## config.mk

```make
export PLATFORM = sky130hd
export DESIGN_NAME = fcap_top
export DESIGN_NICKNAME = d
export VERILOG_FILES = /design/src/hdl/fcap_pkg.sv /design/src/hdl/fcap_top.sv
export SDC_FILE = /design/constraint.sdc
export NUM_CORES = 1
export LEC_CHECK = 0
export BUFFER_PORTS_ARGS = -buffer_cell sky130_fd_sc_hd__buf_2
export CAP_MARGIN = 20
export CORE_MARGIN = 3
export CORE_UTILIZATION = 30
export DETAILED_ROUTE_END_ITERATION = 6
export GPL_TIMING_DRIVEN = 0
export PLACE_DENSITY = 0.49
export SLEW_MARGIN = 20
export SYNTH_ARGS = -nofsm -noshare
export SYNTH_HDL_FRONTEND = slang
export SYNTH_SLANG_ARGS = --single-unit
```

## constraint.sdc

```tcl
create_clock -name CLK -period 1.8 [get_ports CLK]
set_clock_uncertainty 0.15 [all_clocks]
set_input_delay 0.18 -clock CLK [delete_from_list [all_inputs] [get_ports CLK]]
set_output_delay 0.18 -clock CLK [all_outputs]
set_load 0.02 [all_outputs]
```

## src/hdl/fcap_pkg.sv

```systemverilog
// Purpose: Constants for the fault address capture block
// Assumes: 32-bit system control space register port, byte offsets
// Notes: Operation list below, one line per behaviour
// Operation
// RULE_01 - Escalation and vector flags clear on one
// RULE_02 - Vector fetch bus error sets vector flag
// RULE_03 - Memory fault captures offending address, flagged valid
// RULE_04 - Unaligned memory fault keeps actual faulting address
// RULE_05 - Split access address may be any span byte
// RULE_06 - Bus fault captures offending address, flagged valid
// RULE_07 - Unaligned bus fault keeps requested address
// RULE_08 - Unprivileged access to these registers is rejected
// RULE_09 - Memory fault address register writable, no reset
// RULE_10 - Separate status bits qualify each address register
// RULE_11 - Escalation to hard fault sets escalation flag
// RULE_12 - Vector bus error always goes to hard fault
package fcap_pkg;
   localparam int ADDR_W = 12;
   localparam int DATA_W = 32;
   localparam logic [ADDR_W-1:0] OFS_HARD_STAT = 12'hD2C;
   localparam logic [ADDR_W-1:0] OFS_VALID_STAT = 12'hD28;
   localparam logic [ADDR_W-1:0] OFS_MM_ADDR = 12'hD34;
   localparam logic [ADDR_W-1:0] OFS_BUS_ADDR = 12'hD38;
   localparam logic [ADDR_W-1:0] OFS_PROT_LO = 12'hD90;
   localparam logic [ADDR_W-1:0] OFS_PROT_HI = 12'hDEC;
   localparam int BIT_ESCALATED = 30;
   localparam int BIT_VECT_ERR = 1;
   localparam int BIT_MM_VALID = 0;
   localparam int BIT_BUS_VALID = 1;
   localparam logic [DATA_W-1:0] ZERO_WORD = 32'h0000_0000;
   localparam logic [1:0] SYNC_RST = 2'h0;
endpackage : fcap_pkg

```

## src/hdl/fcap_top.sv

```systemverilog
// Purpose: Hard fault flags and fault address capture registers
// Assumes: Core fault events are one-cycle pulses on CLK
// Notes: Register answers come one cycle after REG_SEL
// Notes: Capture registers hold no reset value
`timescale 1ns/100ps
module fcap_top (
   input wire logic CLK,
   input wire logic ARST_N,
   input wire logic REG_SEL,
   input wire logic REG_WR,
   input wire logic [fcap_pkg::ADDR_W-1:0] REG_ADDR,
   input wire logic [fcap_pkg::DATA_W-1:0] REG_WDATA,
   input wire logic REG_PRIV,
   output logic [fcap_pkg::DATA_W-1:0] REG_RDATA,
   output logic REG_ACK,
   output logic REG_ERR,
   input wire logic MM_FAULT,
   input wire logic BUS_FAULT,
   input wire logic [fcap_pkg::DATA_W-1:0] ACC_REQ_ADDR,
   input wire logic [fcap_pkg::DATA_W-1:0] ACC_BEAT_ADDR,
   input wire logic VECT_BUS_ERR,
   input wire logic ESCALATE,
   input wire logic BUS_FAULT_EN,
   output logic HARD_FAULT_REQ,
   output logic BUS_FAULT_REQ
);
   import fcap_pkg::*;

   // Reset release through two flops
   logic [1:0] rst_sync_ff;
   logic [1:0] nxt_rst_sync;
   logic rst_n;

   always_comb begin
      nxt_rst_sync = {rst_sync_ff[0], 1'b1};
   end

   always_ff @(posedge CLK or negedge ARST_N) begin
      if (!ARST_N) begin
         rst_sync_ff <= SYNC_RST;
      end else begin
         rst_sync_ff <= nxt_rst_sync;
      end
   end
   assign rst_n = rst_sync_ff[1];

   // Register access decode
   logic hit_hard;
   logic hit_valid;
   logic hit_mm;
   logic hit_bus;
   logic hit_prot;
   logic hit_any;
   logic acc_ok;
   logic wr_ok;

   always_comb begin
      hit_hard = 1'b0;
      hit_valid = 1'b0;
      hit_mm = 1'b0;
      hit_bus = 1'b0;
      hit_prot = 1'b0;
      if (REG_ADDR == OFS_HARD_STAT) begin
         hit_hard = 1'b1;
      end else if (REG_ADDR == OFS_VALID_STAT) begin
         hit_valid = 1'b1;
      end else if (REG_ADDR == OFS_MM_ADDR) begin
         hit_mm = 1'b1;
      end else if (REG_ADDR == OFS_BUS_ADDR) begin
         hit_bus = 1'b1;
      end else if (REG_ADDR >= OFS_PROT_LO && REG_ADDR <= OFS_PROT_HI) begin
         hit_prot = 1'b1;
      end
   end

   assign hit_any = hit_hard | hit_valid | hit_mm | hit_bus | hit_prot;
   assign acc_ok = REG_SEL & REG_PRIV; // RULE_08
   assign wr_ok = acc_ok & REG_WR;

   // Accepted read and refused access
   logic rd_ok;
   logic refuse;

   assign rd_ok = acc_ok & ~REG_WR;
   assign refuse = REG_SEL & ~REG_PRIV & hit_any; // RULE_08

   // Write-one-to-clear strobes, address register write strobes and core event strobes
   logic clr_escalated;
   logic clr_vect_err;
   logic clr_mm_valid;
   logic clr_bus_valid;
   logic wr_mm;
   logic wr_bus;
   logic set_escalated;
   logic set_vect_err;
   logic set_mm_valid;
   logic set_bus_valid;

   always_comb begin
      clr_escalated = wr_ok & hit_hard & REG_WDATA[BIT_ESCALATED]; // RULE_01
      clr_vect_err = wr_ok & hit_hard & REG_WDATA[BIT_VECT_ERR]; // RULE_01
      clr_mm_valid = wr_ok & hit_valid & REG_WDATA[BIT_MM_VALID]; // RULE_10
      clr_bus_valid = wr_ok & hit_valid & REG_WDATA[BIT_BUS_VALID]; // RULE_10
      wr_mm = wr_ok & hit_mm; // RULE_09
      wr_bus = wr_ok & hit_bus;
      set_escalated = ESCALATE; // RULE_11
      set_vect_err = VECT_BUS_ERR; // RULE_02
      set_mm_valid = MM_FAULT; // RULE_03
      set_bus_valid = BUS_FAULT; // RULE_06
   end

   // Hard fault status flags
   logic escalated_ff;
   logic vect_err_ff;
   logic nxt_escalated;
   logic nxt_vect_err;

   always_comb begin
      nxt_escalated = escalated_ff;
      nxt_vect_err = vect_err_ff;
      if (clr_escalated) begin
         nxt_escalated = 1'b0; // RULE_01
      end
      if (clr_vect_err) begin
         nxt_vect_err = 1'b0; // RULE_01
      end
      // Set wins over a clear in the same cycle
      if (set_escalated) begin
         nxt_escalated = 1'b1; // RULE_11
      end
      if (set_vect_err) begin
         nxt_vect_err = 1'b1; // RULE_02
      end
   end

   always_ff @(posedge CLK or negedge rst_n) begin
      if (!rst_n) begin
         escalated_ff <= 1'b0;
         vect_err_ff <= 1'b0;
      end else begin
         escalated_ff <= nxt_escalated;
         vect_err_ff <= nxt_vect_err;
      end
   end

   // Address valid flags, one per capture register
   logic mm_valid_ff;
   logic bus_valid_ff;
   logic nxt_mm_valid;
   logic nxt_bus_valid;

   always_comb begin
      nxt_mm_valid = mm_valid_ff;
      nxt_bus_valid = bus_valid_ff;
      if (clr_mm_valid) begin
         nxt_mm_valid = 1'b0; // RULE_10
      end
      if (clr_bus_valid) begin
         nxt_bus_valid = 1'b0; // RULE_10
      end
      // Set wins over a clear in the same cycle
      if (set_mm_valid) begin
         nxt_mm_valid = 1'b1; // RULE_03
      end
      if (set_bus_valid) begin
         nxt_bus_valid = 1'b1; // RULE_06
      end
   end

   always_ff @(posedge CLK or negedge rst_n) begin
      if (!rst_n) begin
         mm_valid_ff <= 1'b0;
         bus_valid_ff <= 1'b0;
      end else begin
         mm_valid_ff <= nxt_mm_valid;
         bus_valid_ff <= nxt_bus_valid;
      end
   end

   // Capture enables; a clear in the same cycle frees the register
   logic cap_mm;
   logic cap_bus;

   assign cap_mm = set_mm_valid & (~mm_valid_ff | clr_mm_valid); // RULE_03
   assign cap_bus = set_bus_valid & (~bus_valid_ff | clr_bus_valid); // RULE_06

   // Address capture registers, no reset value
   logic [DATA_W-1:0] mm_addr_ff;
   logic [DATA_W-1:0] bus_addr_ff;
   logic [DATA_W-1:0] nxt_mm_addr;
   logic [DATA_W-1:0] nxt_bus_addr;

   always_comb begin
      nxt_mm_addr = mm_addr_ff;
      nxt_bus_addr = bus_addr_ff;
      if (wr_mm) begin
         nxt_mm_addr = REG_WDATA; // RULE_09
      end
      if (wr_bus) begin
         nxt_bus_addr = REG_WDATA;
      end
      // Fault capture wins over a software write
      if (cap_mm) begin
         // Beat address of the failing access, any byte of the span
         nxt_mm_addr = ACC_BEAT_ADDR; // RULE_03 RULE_04 RULE_05
      end
      if (cap_bus) begin
         nxt_bus_addr = ACC_REQ_ADDR; // RULE_06 RULE_07
      end
   end

   always_ff @(posedge CLK) begin
      mm_addr_ff <= nxt_mm_addr; // RULE_09
      bus_addr_ff <= nxt_bus_addr;
   end

   // Fault routing toward the exception logic
   logic hard_req_ff;
   logic bus_req_ff;
   logic nxt_hard_req;
   logic nxt_bus_req;

   logic route_hard;
   logic route_bus;

   assign route_hard = set_vect_err | set_escalated; // RULE_12
   assign route_bus = set_bus_valid & BUS_FAULT_EN & ~set_vect_err; // RULE_12

   always_comb begin
      nxt_hard_req = route_hard; // RULE_12
      nxt_bus_req = route_bus; // RULE_12
   end

   always_ff @(posedge CLK or negedge rst_n) begin
      if (!rst_n) begin
         hard_req_ff <= 1'b0;
         bus_req_ff <= 1'b0;
      end else begin
         hard_req_ff <= nxt_hard_req;
         bus_req_ff <= nxt_bus_req;
      end
   end

   assign HARD_FAULT_REQ = hard_req_ff;
   assign BUS_FAULT_REQ = bus_req_ff;

   // Status words as software sees them
   logic [DATA_W-1:0] hard_word;
   logic [DATA_W-1:0] valid_word;

   always_comb begin
      hard_word = ZERO_WORD;
      valid_word = ZERO_WORD;
      hard_word[BIT_ESCALATED] = escalated_ff; // RULE_11
      hard_word[BIT_VECT_ERR] = vect_err_ff; // RULE_02
      valid_word[BIT_MM_VALID] = mm_valid_ff; // RULE_10
      valid_word[BIT_BUS_VALID] = bus_valid_ff; // RULE_10
   end

   // Read data and answer
   logic [DATA_W-1:0] rdata_ff;
   logic ack_ff;
   logic err_ff;
   logic [DATA_W-1:0] nxt_rdata;
   logic nxt_ack;
   logic nxt_err;

   always_comb begin
      nxt_rdata = ZERO_WORD;
      nxt_ack = REG_SEL;
      nxt_err = refuse; // RULE_08
      if (rd_ok) begin
         if (hit_hard) begin
            nxt_rdata = hard_word;
         end else if (hit_valid) begin
            nxt_rdata = valid_word;
         end else if (hit_mm) begin
            nxt_rdata = mm_addr_ff;
         end else if (hit_bus) begin
            nxt_rdata = bus_addr_ff;
         end else begin
            // Protection unit and unmapped offsets read as zero
            nxt_rdata = ZERO_WORD;
         end
      end
   end

   always_ff @(posedge CLK or negedge rst_n) begin
      if (!rst_n) begin
         rdata_ff <= ZERO_WORD;
         ack_ff <= 1'b0;
         err_ff <= 1'b0;
      end else begin
         rdata_ff <= nxt_rdata;
         ack_ff <= nxt_ack;
         err_ff <= nxt_err;
      end
   end

   assign REG_RDATA = rdata_ff;
   assign REG_ACK = ack_ff;
   assign REG_ERR = err_ff;

endmodule // fcap_top

```

==> results of run 1 <==
==> kinds of logic after synthesis <==
logic type	synth area share, %
flops	63.84
simple gates	7.200
mux	17.54
compound gates	8.491
buf+inv	2.660
xor+xnor	0.1881
other cells	0.08052
==> per-layer routing <==
layer / wire (um) / up-vias / GRT usage [%]
met1: 5906 / 1831 / 20.22
met3: 744 / 23 / 4.593
met5: 0 / - / 0
met2: 7692 / 127 / 29.78
li1: - / 1799 / -
met4: 354 / 0 / 5.263
==> final timing paths <==
check / to / cells past startpoint / startpoint
max: bus_addr_ff[15] / 8 / REG_ADDR[1]
min: mm_addr_ff[0] / 2 / ACC_BEAT_ADDR[0]
max reg2reg: mm_addr_ff[17] / 5 / mm_valid_ff
min reg2reg: REG_RDATA[12] / 0 / rst_sync_ff[1]
max in group asynchronous: rst_sync_ff[1] / 3 / ARST_N
min in group asynchronous: REG_RDATA[12] / 0 / rst_sync_ff[1]
==> power groups by stage <==
stage / clock network, mW / registers (mW) / logic (mW)
2_1_floorplan: 0 / 2.66 / 0.132
3_3_place_gp: 0 / 2.66 / 0.306
3_5_place_dp: 0 / 2.65 / 0.330
4_1_cts: 2.15 / 2.60 / 0.512
5_1_grt: 2.24 / 2.60 / 0.582
6_report: 2.09 / 2.60 / 0.537
==> repair_timing <==
action | 4_1_cts | 5_1_grt
setup endpoints to repair | 155 | 146
pin swaps | 5 | 13
gates resized for setup | 39 | 56
endpoints found under the hold margin | 74 | 0
cloned | 7 | 4
buffers inserted | 15 | 16
hold buffers | 104 | 0
==> metrics by stage <==
step | hold WS [ns] | instance area [sq um] | TNS [ns] | total power [mW] | cells
floorplan | -0.2656 | 4700 | -39.04 | 2.788 | 313
global placement | -0.1858 | 5690 | -142.03 | 2.965 | 649
detailed placement | -0.1840 | 5739 | -123.76 | 2.979 | 651
CTS | 0.001835 | 7567 | -15.19 | 5.261 | 793
global route | 0.003372 | 7896 | -23.62 | 5.424 | 806
finish | 0.01982 | 7896 | -18.49 | 5.224 | 806
==> registers in the layout, indices dropped and copies added, names as in the netlist <==
| register | count |
|---|---|
| REG_RDATA | 32 |
| bus_addr_ff | 32 |
| mm_addr_ff | 32 |
| rst_sync_ff | 2 |
| BUS_FAULT_REQ | 1 |
| HARD_FAULT_REQ | 1 |
| REG_ACK | 1 |
| REG_ERR | 1 |
| bus_valid_ff | 1 |
| escalated_ff | 1 |
| mm_valid_ff | 1 |
| vect_err_ff | 1 |
==> layout by cell type, fill, tap and decap left out, drive strengths merged, types with 5 or more instances in the layout <==
cell type    netlist  routed
a22oi             30      30
buf               13     198
clkbuf             6      20
dfrtp             42      42
dlygate4sd3        0     104
edfxtp            64      64
inv                4       6
mux2              62      62
nand2              8      11
nor2              37      37
nor3               5       5
==> final cells by class <==
cell class	instances	area share [%]
sequential	106	37.66
timing repair buffer	292	30.06
multi-input combinational	187	22.64
clock buffer	13	3.423
tap	184	2.916
buffer	17	2.535
clock inverter	3	0.5704
inverter	4	0.1901
==> run_results.csv, run 1 <==
group,metric,value,unit
status,outcome,"complete, but fails checks",
status,violations,"negative setup slack",
clocking,ctsHtreeMaxLevel,3,
worst_setup_path,crit_slowest_cell,"or4_4",
timing,finalHoldViolations,0,
clocking,cts.clk_slew.worst_paths,0.07,ns
timing,layout_worst_path_cycle_share,110.3,%
detailed_routing,drt-initial-drc-count,189,
timing,setup_viol,128,
timing,drv_slew,0,
synth,ys_types,42,
placed_design,post-place-ws,-1.004,ns
detailed_routing,totalWireLength,14700,um
worst_setup_path,critical_path_arrival,1.94,ns
power_and_ir_drop,ir_drop,496.6,uV
timing,slew_headroom,66.01,%
worst_setup_path,worst-path-buf-inv,4,
power_and_ir_drop,power.density,661.5,nW/um^2
detailed_routing,vias,3780,
floorplanning,fp.dieH,130.6,um
grt,grt_pass1_wl,21250,um
worst_setup_path,worst_path_dominant_cell_family,"simple AND/OR/NAND/NOR gates",
timing,rsz0062_at_grt,"true",
clocking,cts_tree,"done",
final_layout,diodes,0,
worst_setup_path,max_stage_delay,0.57,ns
grt,grt_pass1_vias,3961,
floorplanning,dieArea,17050,sq um
min_path,min_path_type,"input pin to register",
final_layout,nNetsFinal,735,
power_and_ir_drop,internal_power,4.138,mW
clocking,root_buffer,"clkbuf_16",
floorplanning,initial_core_util,31.33,%
final_layout,area_growth,69.56,%
placed_design,place_hpwl,8497,um
timing,fin_crit,1.985,ns
timing,clock.fmax,0.5038,GHz
synth,synthTopCellsByCount,"64 x edfxtp_1, 42 x dfrtp_1, 37 x nor2_1",
timing,tightest_slew,0.5099,ns
clocking,cts_buffer_depth,2,
final_layout,drive_gt1_share,49.36,%
detailed_routing,ant_nets,0,
worst_setup_path,critical_path_class,"input pin to register",
worst_setup_path,path_cells,"buf_6 -> or4_4 -> nor3_4 -> buf_6 -> a41oi_4 -> buf_12 -> buf_12 -> mux2_4",
synth,yosys_most_used_dff,"edfxtp_1",
floorplanning,coreArea,14860,sq um
power_and_ir_drop,seqPwrFrac,49.7,%
detailed_routing,wl_per_cell,18.24,um
worst_setup_path,worstPathMaxFanout,10,
synth,synth-async-reset-ratio,39.62,%
detailed_routing,drc,0,
synth,synth_top_area_share,41.27,%
power_and_ir_drop,p_sw,1.086,mW
final_layout,fin_util,53.12,%
clocking,cts_num_sinks,106,
synth,avgSynthCellArea,14.88,sq um
floorplanning,pin_count,154,
power_and_ir_drop,switching_share,20.78,%
floorplanning,placementRows,44,
worst_setup_path,cp.required,1.76,ns
synth,syn_inst,313,
synth,yosysMostFrequentCell,"edfxtp_1",
worst_setup_path,r2r_setup_slack,-0.02,ns
synth,synth_area_leader_cell,"edfxtp_1",
placed_design,globalplace.congestion,0.7294,
power_and_ir_drop,p_leak,3.473,nW
synth,synth_warnings,0,
synth,synth_edf_count,64,
power_and_ir_drop,clock_power_share,40.0,%
worst_setup_path,crit_path_end_kind,"register",
final_layout,multi_input_area,1788,sq um
grt,grt_overflow,0,
timing,worst_slack,-0.1850,ns
synth,synth_seq_cells,106,
worst_setup_path,start_kind,"input pin",
detailed_routing,viasPerCell,4.690,
clocking,clock_latency,0.36,ns
grt,track_usage,16.94,%
synth,seq_area_frac_synth,63.84,%
synth,synth_area_leaders,"edfxtp_1 41%, dfrtp_1 23%, mux2_4 9.3%",
detailed_routing,first_pass_iters,4,
clocking,cts_buffers,9,
floorplanning,die_w,130.6,um
power_and_ir_drop,pwr-share-comb,10.3,%
run,cap_violations,0,
synth,syn_area,4657,sq um
grt,antenna_found_initial,0,
grt,grt_max_degree,22,
final_layout,fillCellCount,1281,
placed_design,io_buffers,152,
synth,syn_nets,431,
final_layout,seqCellArea,2974,sq um
No activity file was read; power rests on OpenSTA's default activity.
==> run 2, diff against run 1 <==
--- a/config.mk
+++ b/config.mk
@@ -10,7 +10,9 @@
 export CORE_MARGIN = 3
 export CORE_UTILIZATION = 30
 export DETAILED_ROUTE_END_ITERATION = 6
+export GPL_ROUTABILITY_DRIVEN = 0
 export GPL_TIMING_DRIVEN = 0
+export HOLD_SLACK_MARGIN = 0.1
 export PLACE_DENSITY = 0.49
 export SLEW_MARGIN = 20
 export SYNTH_ARGS = -nofsm -noshare
==> run 2 against run 1 <==
Net effect:
- the flow still finishes with violations (negative setup slack)
- clock power hardly changed
- flip-flop and latch count did not move
- power barely moved
- via count fell by 0.53%
- register-to-register slack about the same
- clock-buffer cell count stayed put
==> run_results.csv, run 2 (same netlist as run 1, synthesis figures left out) <==
group,metric,value,unit
timing,layout_worst_path_cycle_share,111.1,%
power_and_ir_drop,clock_power_share,39.8,%
detailed_routing,vias,3760,
floorplanning,die_w,130.6,um
worst_setup_path,r2r_start,"mm_valid_ff",
floorplanning,coreArea,14860,sq um
clocking,cts.clk_slew.worst_paths,0.07,ns
worst_setup_path,crit_path_end_kind,"register",
timing,clock.fmax,0.5002,GHz
final_layout,drive_gt1_share,48.48,%
worst_setup_path,critical_path_class,"input pin to register",
final_layout,area_growth,70.69,%
timing,tightest_slew,0.5148,ns
worst_setup_path,critical_path_arrival,1.96,ns
status,outcome,"complete, but fails checks",
worst_setup_path,start_kind,"input pin",
clocking,cts_buffer_depth,2,
detailed_routing,drc,0,
power_and_ir_drop,p_sw,1.077,mW
timing,rsz0062_at_grt,"true",
power_and_ir_drop,finalPower,5.222,mW
timing,fin_crit,1.999,ns
grt,antenna_found_initial,0,
placed_design,place_hpwl,8497,um
clocking,cts_buffers,9,
timing,worst_slack,-0.1993,ns
timing,drv_slew,0,
final_layout,diodes,0,
worst_setup_path,reg2regPathDepth,5,
clocking,cts_tree,"done",
timing,tns,-19.82,ns
power_and_ir_drop,ir_drop,492.3,uV
grt,grt_max_degree,22,
timing,whs,0.09443,ns
power_and_ir_drop,pwr-share-comb,10.5,%
worst_setup_path,worstPathMaxFanout,10,
placed_design,post-place-ws,-1.004,ns
detailed_routing,ant_nets,0,
final_layout,nNetsFinal,740,
final_layout,most-common-layout-cells,"152 x buf_2, 110 x dlygate4sd3_1, 64 x edfxtp_1",
floorplanning,dieArea,17050,sq um
clocking,cts_num_sinks,106,
power_and_ir_drop,p_leak,3.504,nW
min_path,min_path_type,"register to async pin",
detailed_routing,viasPerCell,4.636,
floorplanning,placementRows,44,
detailed_routing,drt-initial-drc-count,206,
worst_setup_path,regToRegEndpoint,"mm_addr_ff[17]",
final_layout,fin_util,53.48,%
worst_setup_path,cp.required,1.76,ns
detailed_routing,wl_per_cell,18.19,um
grt,grt_overflow,0,
detailed_routing,totalWireLength,14750,um
floorplanning,pin_count,154,
power_and_ir_drop,power.density,657.0,nW/um^2
clocking,ctsHtreeMaxLevel,3,
grt,grt_pass1_vias,4000,
timing,setup_viol,133,
floorplanning,initial_core_util,31.33,%
power_and_ir_drop,switching_share,20.62,%
clocking,clock_latency,0.36,ns
worst_setup_path,cp-startpoint,"REG_ADDR[1]",
grt,track_usage,17.03,%
power_and_ir_drop,seqPwrFrac,49.7,%
run,cap_violations,0,
grt,grt_pass1_wl,21400,um
worst_setup_path,crit_end,"bus_addr_ff[15]",
timing,slew_headroom,65.68,%
floorplanning,fp.dieH,130.6,um
placed_design,io_buffers,152,
power_and_ir_drop,internal_power,4.146,mW
worst_setup_path,r2r_setup_slack,-0.03,ns
timing,finalHoldViolations,0,
status,violations,"negative setup slack",
final_layout,final_common_cell,"buf_2",
detailed_routing,first_pass_iters,4,
clocking,root_buffer,"clkbuf_16",
run 2: layout make-up:
cell class	count	area (sq um)
fillers	1270	6915
plain buffers	17	200.2
flip-flops and latches	106	2974
repair buffers	297	2431
multi-input cells	187	1783
clock inverters	3	45.04
clock buffers	13	270.3
inverters	4	15.01
well taps	184	230.2
run 2: power groups by stage:
stage | clock, mW | sequential, mW | combinational [mW]
after floorplan | 0 | 2.66 | 0.132
after CTS | 2.15 | 2.60 | 0.520
final | 2.08 | 2.60 | 0.546
after global placement | 0 | 2.66 | 0.306
after global routing | 2.24 | 2.60 | 0.592
after detailed placement | 0 | 2.65 | 0.330
run 2: worst min-delay path by stage:
stage | startpoint | endpoint | cells past startpoint
after floorplan | ARST_N | rst_sync_ff[0] | 0
after global placement | ARST_N | rst_sync_ff[1] | 1
after detailed placement | ARST_N | rst_sync_ff[0] | 1
after CTS | rst_sync_ff[1] | REG_RDATA[19] | 0
after global routing | REG_ADDR[9] | REG_ERR | 4
final | rst_sync_ff[1] | REG_RDATA[12] | 0
run 2: critical path, cell delays in order:
cell	delay, ns
buf_6	0.09
or4_4	0.57
nor3_4	0.19
buf_6	0.15
a41oi_4	0.12
buf_12	0.18
buf_12	0.16
mux2_4	0.30
run 2: routing by layer:
| metal | up-vias | part of all wire, % | track usage [%] |
|---|---|---|---|
| li1 | 1808 | - | - |
| met2 | 122 | 52 | 29.84 |
| met3 | 24 | 4.8 | 4.593 |
| met4 | 0 | 2.5 | 5.505 |
| met1 | 1806 | 40 | 20.32 |
| met5 | - | 0 | 0 |
run 2: metrics by stage:
stage / instances / cell area (sq um)
final: 811 / 7949
after floorplan: 313 / 4700
after global routing: 811 / 7949
after CTS: 799 / 7627
after global placement: 649 / 5690
after detailed placement: 651 / 5739
run 2: timing repair:
action / in CTS / in global routing
gates cloned: 7 / 4
endpoints found under the hold margin: 77 / 1
pin swaps: 5 / 12
gates resized for setup: 39 / 56
hold buffers: 110 / 1
setup endpoints to repair: 155 / 147
buffers inserted: 15 / 14
==> run 3, diff against run 2 <==
--- a/config.mk
+++ b/config.mk
@@ -13,6 +13,7 @@
 export GPL_ROUTABILITY_DRIVEN = 0
 export GPL_TIMING_DRIVEN = 0
 export HOLD_SLACK_MARGIN = 0.1
+export MAX_ROUTING_LAYER = met4
 export PLACE_DENSITY = 0.49
 export SLEW_MARGIN = 20
 export SYNTH_ARGS = -nofsm -noshare
==> run 3 against run 2 <==
Net effect:
- the flow still finishes with violations (negative setup slack)
- combinational power about the same
- sequential share of layout area increased by 0.37 points
- fmax increased by 0.64%
- die area unchanged
==> run_results.csv, run 3 (same netlist as run 1, synthesis figures left out) <==
group,metric,value,unit
final_layout,most-common-layout-cells,"152 x buf_2, 110 x dlygate4sd3_1, 64 x edfxtp_1",
timing,worst_slack,-0.1866,ns
placed_design,post-place-ws,-1.004,ns
status,outcome,"complete, but fails checks",
floorplanning,coreArea,14860,sq um
detailed_routing,first_pass_iters,4,
grt,grt_pass1_wl,21360,um
worst_setup_path,crit_top_cell,"buf_6",
worst_setup_path,path_cells,"buf_6 -> or4_4 -> nor3_4 -> buf_6 -> a41oi_4 -> buf_12 -> buf_16 -> mux2_4",
power_and_ir_drop,seqPwrFrac,49.6,%
worst_setup_path,r2r_start,"mm_valid_ff",
detailed_routing,totalWireLength,14510,um
clocking,cts_num_sinks,106,
power_and_ir_drop,pwr-share-comb,10.4,%
grt,grt_max_degree,22,
detailed_routing,drc,0,
power_and_ir_drop,ir_drop,498.4,uV
worst_setup_path,worstPathMaxFanout,7,
clocking,cts_buffers,9,
final_layout,fillCellCount,1277,
timing,tightest_slew,0.5186,ns
timing,drv_slew,0,
grt,track_usage,17.54,%
worst_setup_path,critical_path_class,"input pin to register",
power_and_ir_drop,p_leak,3.458,nW
detailed_routing,vias,3756,
placed_design,place_hpwl,8497,um
grt,grt_overflow,0,
final_layout,area_growth,69.00,%
power_and_ir_drop,internal_power,4.145,mW
final_layout,multi_input_area,1779,sq um
timing,slew_headroom,65.42,%
worst_setup_path,cp.required,1.76,ns
final_layout,seqCellArea,2974,sq um
power_and_ir_drop,clock_power_share,39.9,%
status,violations,"negative setup slack",
worst_setup_path,crit_cells,8,
floorplanning,fp.dieH,130.6,um
final_layout,diodes,0,
clocking,cts.clk_slew.worst_paths,0.07,ns
worst_setup_path,critical_path_arrival,1.95,ns
worst_setup_path,worst-path-buf-inv,4,
worst_setup_path,reg2regPathDepth,5,
timing,clock.fmax,0.5034,GHz
run,cap_violations,0,
timing,finalHoldViolations,0,
worst_setup_path,crit_slowest_cell,"or4_4",
final_layout,drive_gt1_share,48.24,%
worst_setup_path,worst_path_dominant_cell_family,"simple AND/OR/NAND/NOR gates",
grt,antenna_found_initial,0,
final_layout,final_common_cell,"buf_2",
clocking,cts_tree,"done",
timing,setup_viol,127,
clocking,ctsHtreeMaxLevel,3,
grt,grt_pass1_vias,4011,
worst_setup_path,start_kind,"input pin",
clocking,root_buffer,"clkbuf_16",
worst_setup_path,crit_path_end_kind,"register",
detailed_routing,viasPerCell,4.649,
final_layout,nNetsFinal,737,
worst_setup_path,regToRegEndpoint,"mm_addr_ff[27]",
power_and_ir_drop,p_sw,1.085,mW
clocking,cts_buffer_depth,2,
power_and_ir_drop,finalPower,5.230,mW
timing,fin_crit,1.987,ns
detailed_routing,ant_nets,0,
timing,rsz0062_at_grt,"true",
min_path,min_path_type,"register to async pin",
placed_design,io_buffers,152,
detailed_routing,drt-initial-drc-count,184,
detailed_routing,wl_per_cell,17.95,um
floorplanning,initial_core_util,31.33,%
power_and_ir_drop,switching_share,20.75,%
floorplanning,pin_count,154,
floorplanning,die_w,130.6,um
worst_setup_path,r2r_setup_slack,-0.02,ns
worst_setup_path,max_stage_delay,0.57,ns
floorplanning,placementRows,44,
clocking,clock_latency,0.36,ns
floorplanning,dieArea,17050,sq um
power_and_ir_drop,power.density,664.6,nW/um^2
timing,layout_worst_path_cycle_share,110.4,%
## run 3: cell count changes in the layout (fill, tap and decap cells not counted)
cell | before | now
mux2_4 | 31 | 30
buf_6 | 11 | 9
buf_12 | 14 | 12
mux2_2 | 31 | 32
buf_8 | 5 | 7
buf_4 | 11 | 12
clkbuf_16 | 13 | 11
## run 3: cell type report
type / count / share of cell area, %
plain buffers: 17 / 2.544
clock buffers: 13 / 3.434
clock inverters: 3 / 0.5723
inverters: 4 / 0.1908
multi-input cells: 187 / 22.61
flip-flops and latches: 106 / 37.79
well taps: 184 / 2.925
repair buffers: 294 / 29.94
## run 3: metal layers
| metal | global-route usage (%) | wire length (um) |
|---|---|---|
| met5 | - | 0 |
| met3 | 4.268 | 709 |
| met2 | 29.90 | 7569 |
| met1 | 20.48 | 5893 |
| met4 | 5.505 | 335 |
## run 3: repair_timing
| item | CTS | global route |
|---|---|---|
| hold buffers | 110 | 1 |
| endpoints found under the setup margin | 155 | 147 |
| buffers inserted | 15 | 12 |
| cloned | 7 | 2 |
| gates resized for setup | 39 | 54 |
| pin swaps | 5 | 12 |
| hold endpoints to repair | 77 | 1 |
## run 3: power by group through the flow
stage	logic (mW)	registers, mW	clock network (mW)
2_1_floorplan	0.132	2.66	0
3_3_place_gp	0.306	2.66	0
3_5_place_dp	0.330	2.65	0
4_1_cts	0.520	2.60	2.15
5_1_grt	0.591	2.60	2.24
6_report	0.546	2.60	2.09
## run 3: worst max-delay path by stage
stage	end	start
global route	bus_addr_ff[30]	REG_ADDR[1]
CTS	mm_addr_ff[24]	REG_ADDR[1]
global placement	mm_addr_ff[3]	REG_ADDR[1]
finish	bus_addr_ff[30]	REG_ADDR[1]
floorplan	mm_addr_ff[0]	REG_ADDR[1]
detailed placement	mm_addr_ff[3]	REG_SEL
## run 3: stage by stage
stage               hold WS [ns]  area [sq um]  setup TNS (ns)  instances  utilization (%)
floorplan                -0.2656          4700          -39.04        313                -
CTS                       0.1069          7627          -15.19        799            51.31
finish                   0.09520          7870          -16.35        808            52.95
detailed placement       -0.1840          5739         -123.76        651            38.61
global route              0.1006          7870          -21.77        808            52.95
global placement         -0.1858          5690         -142.03        649            38.28
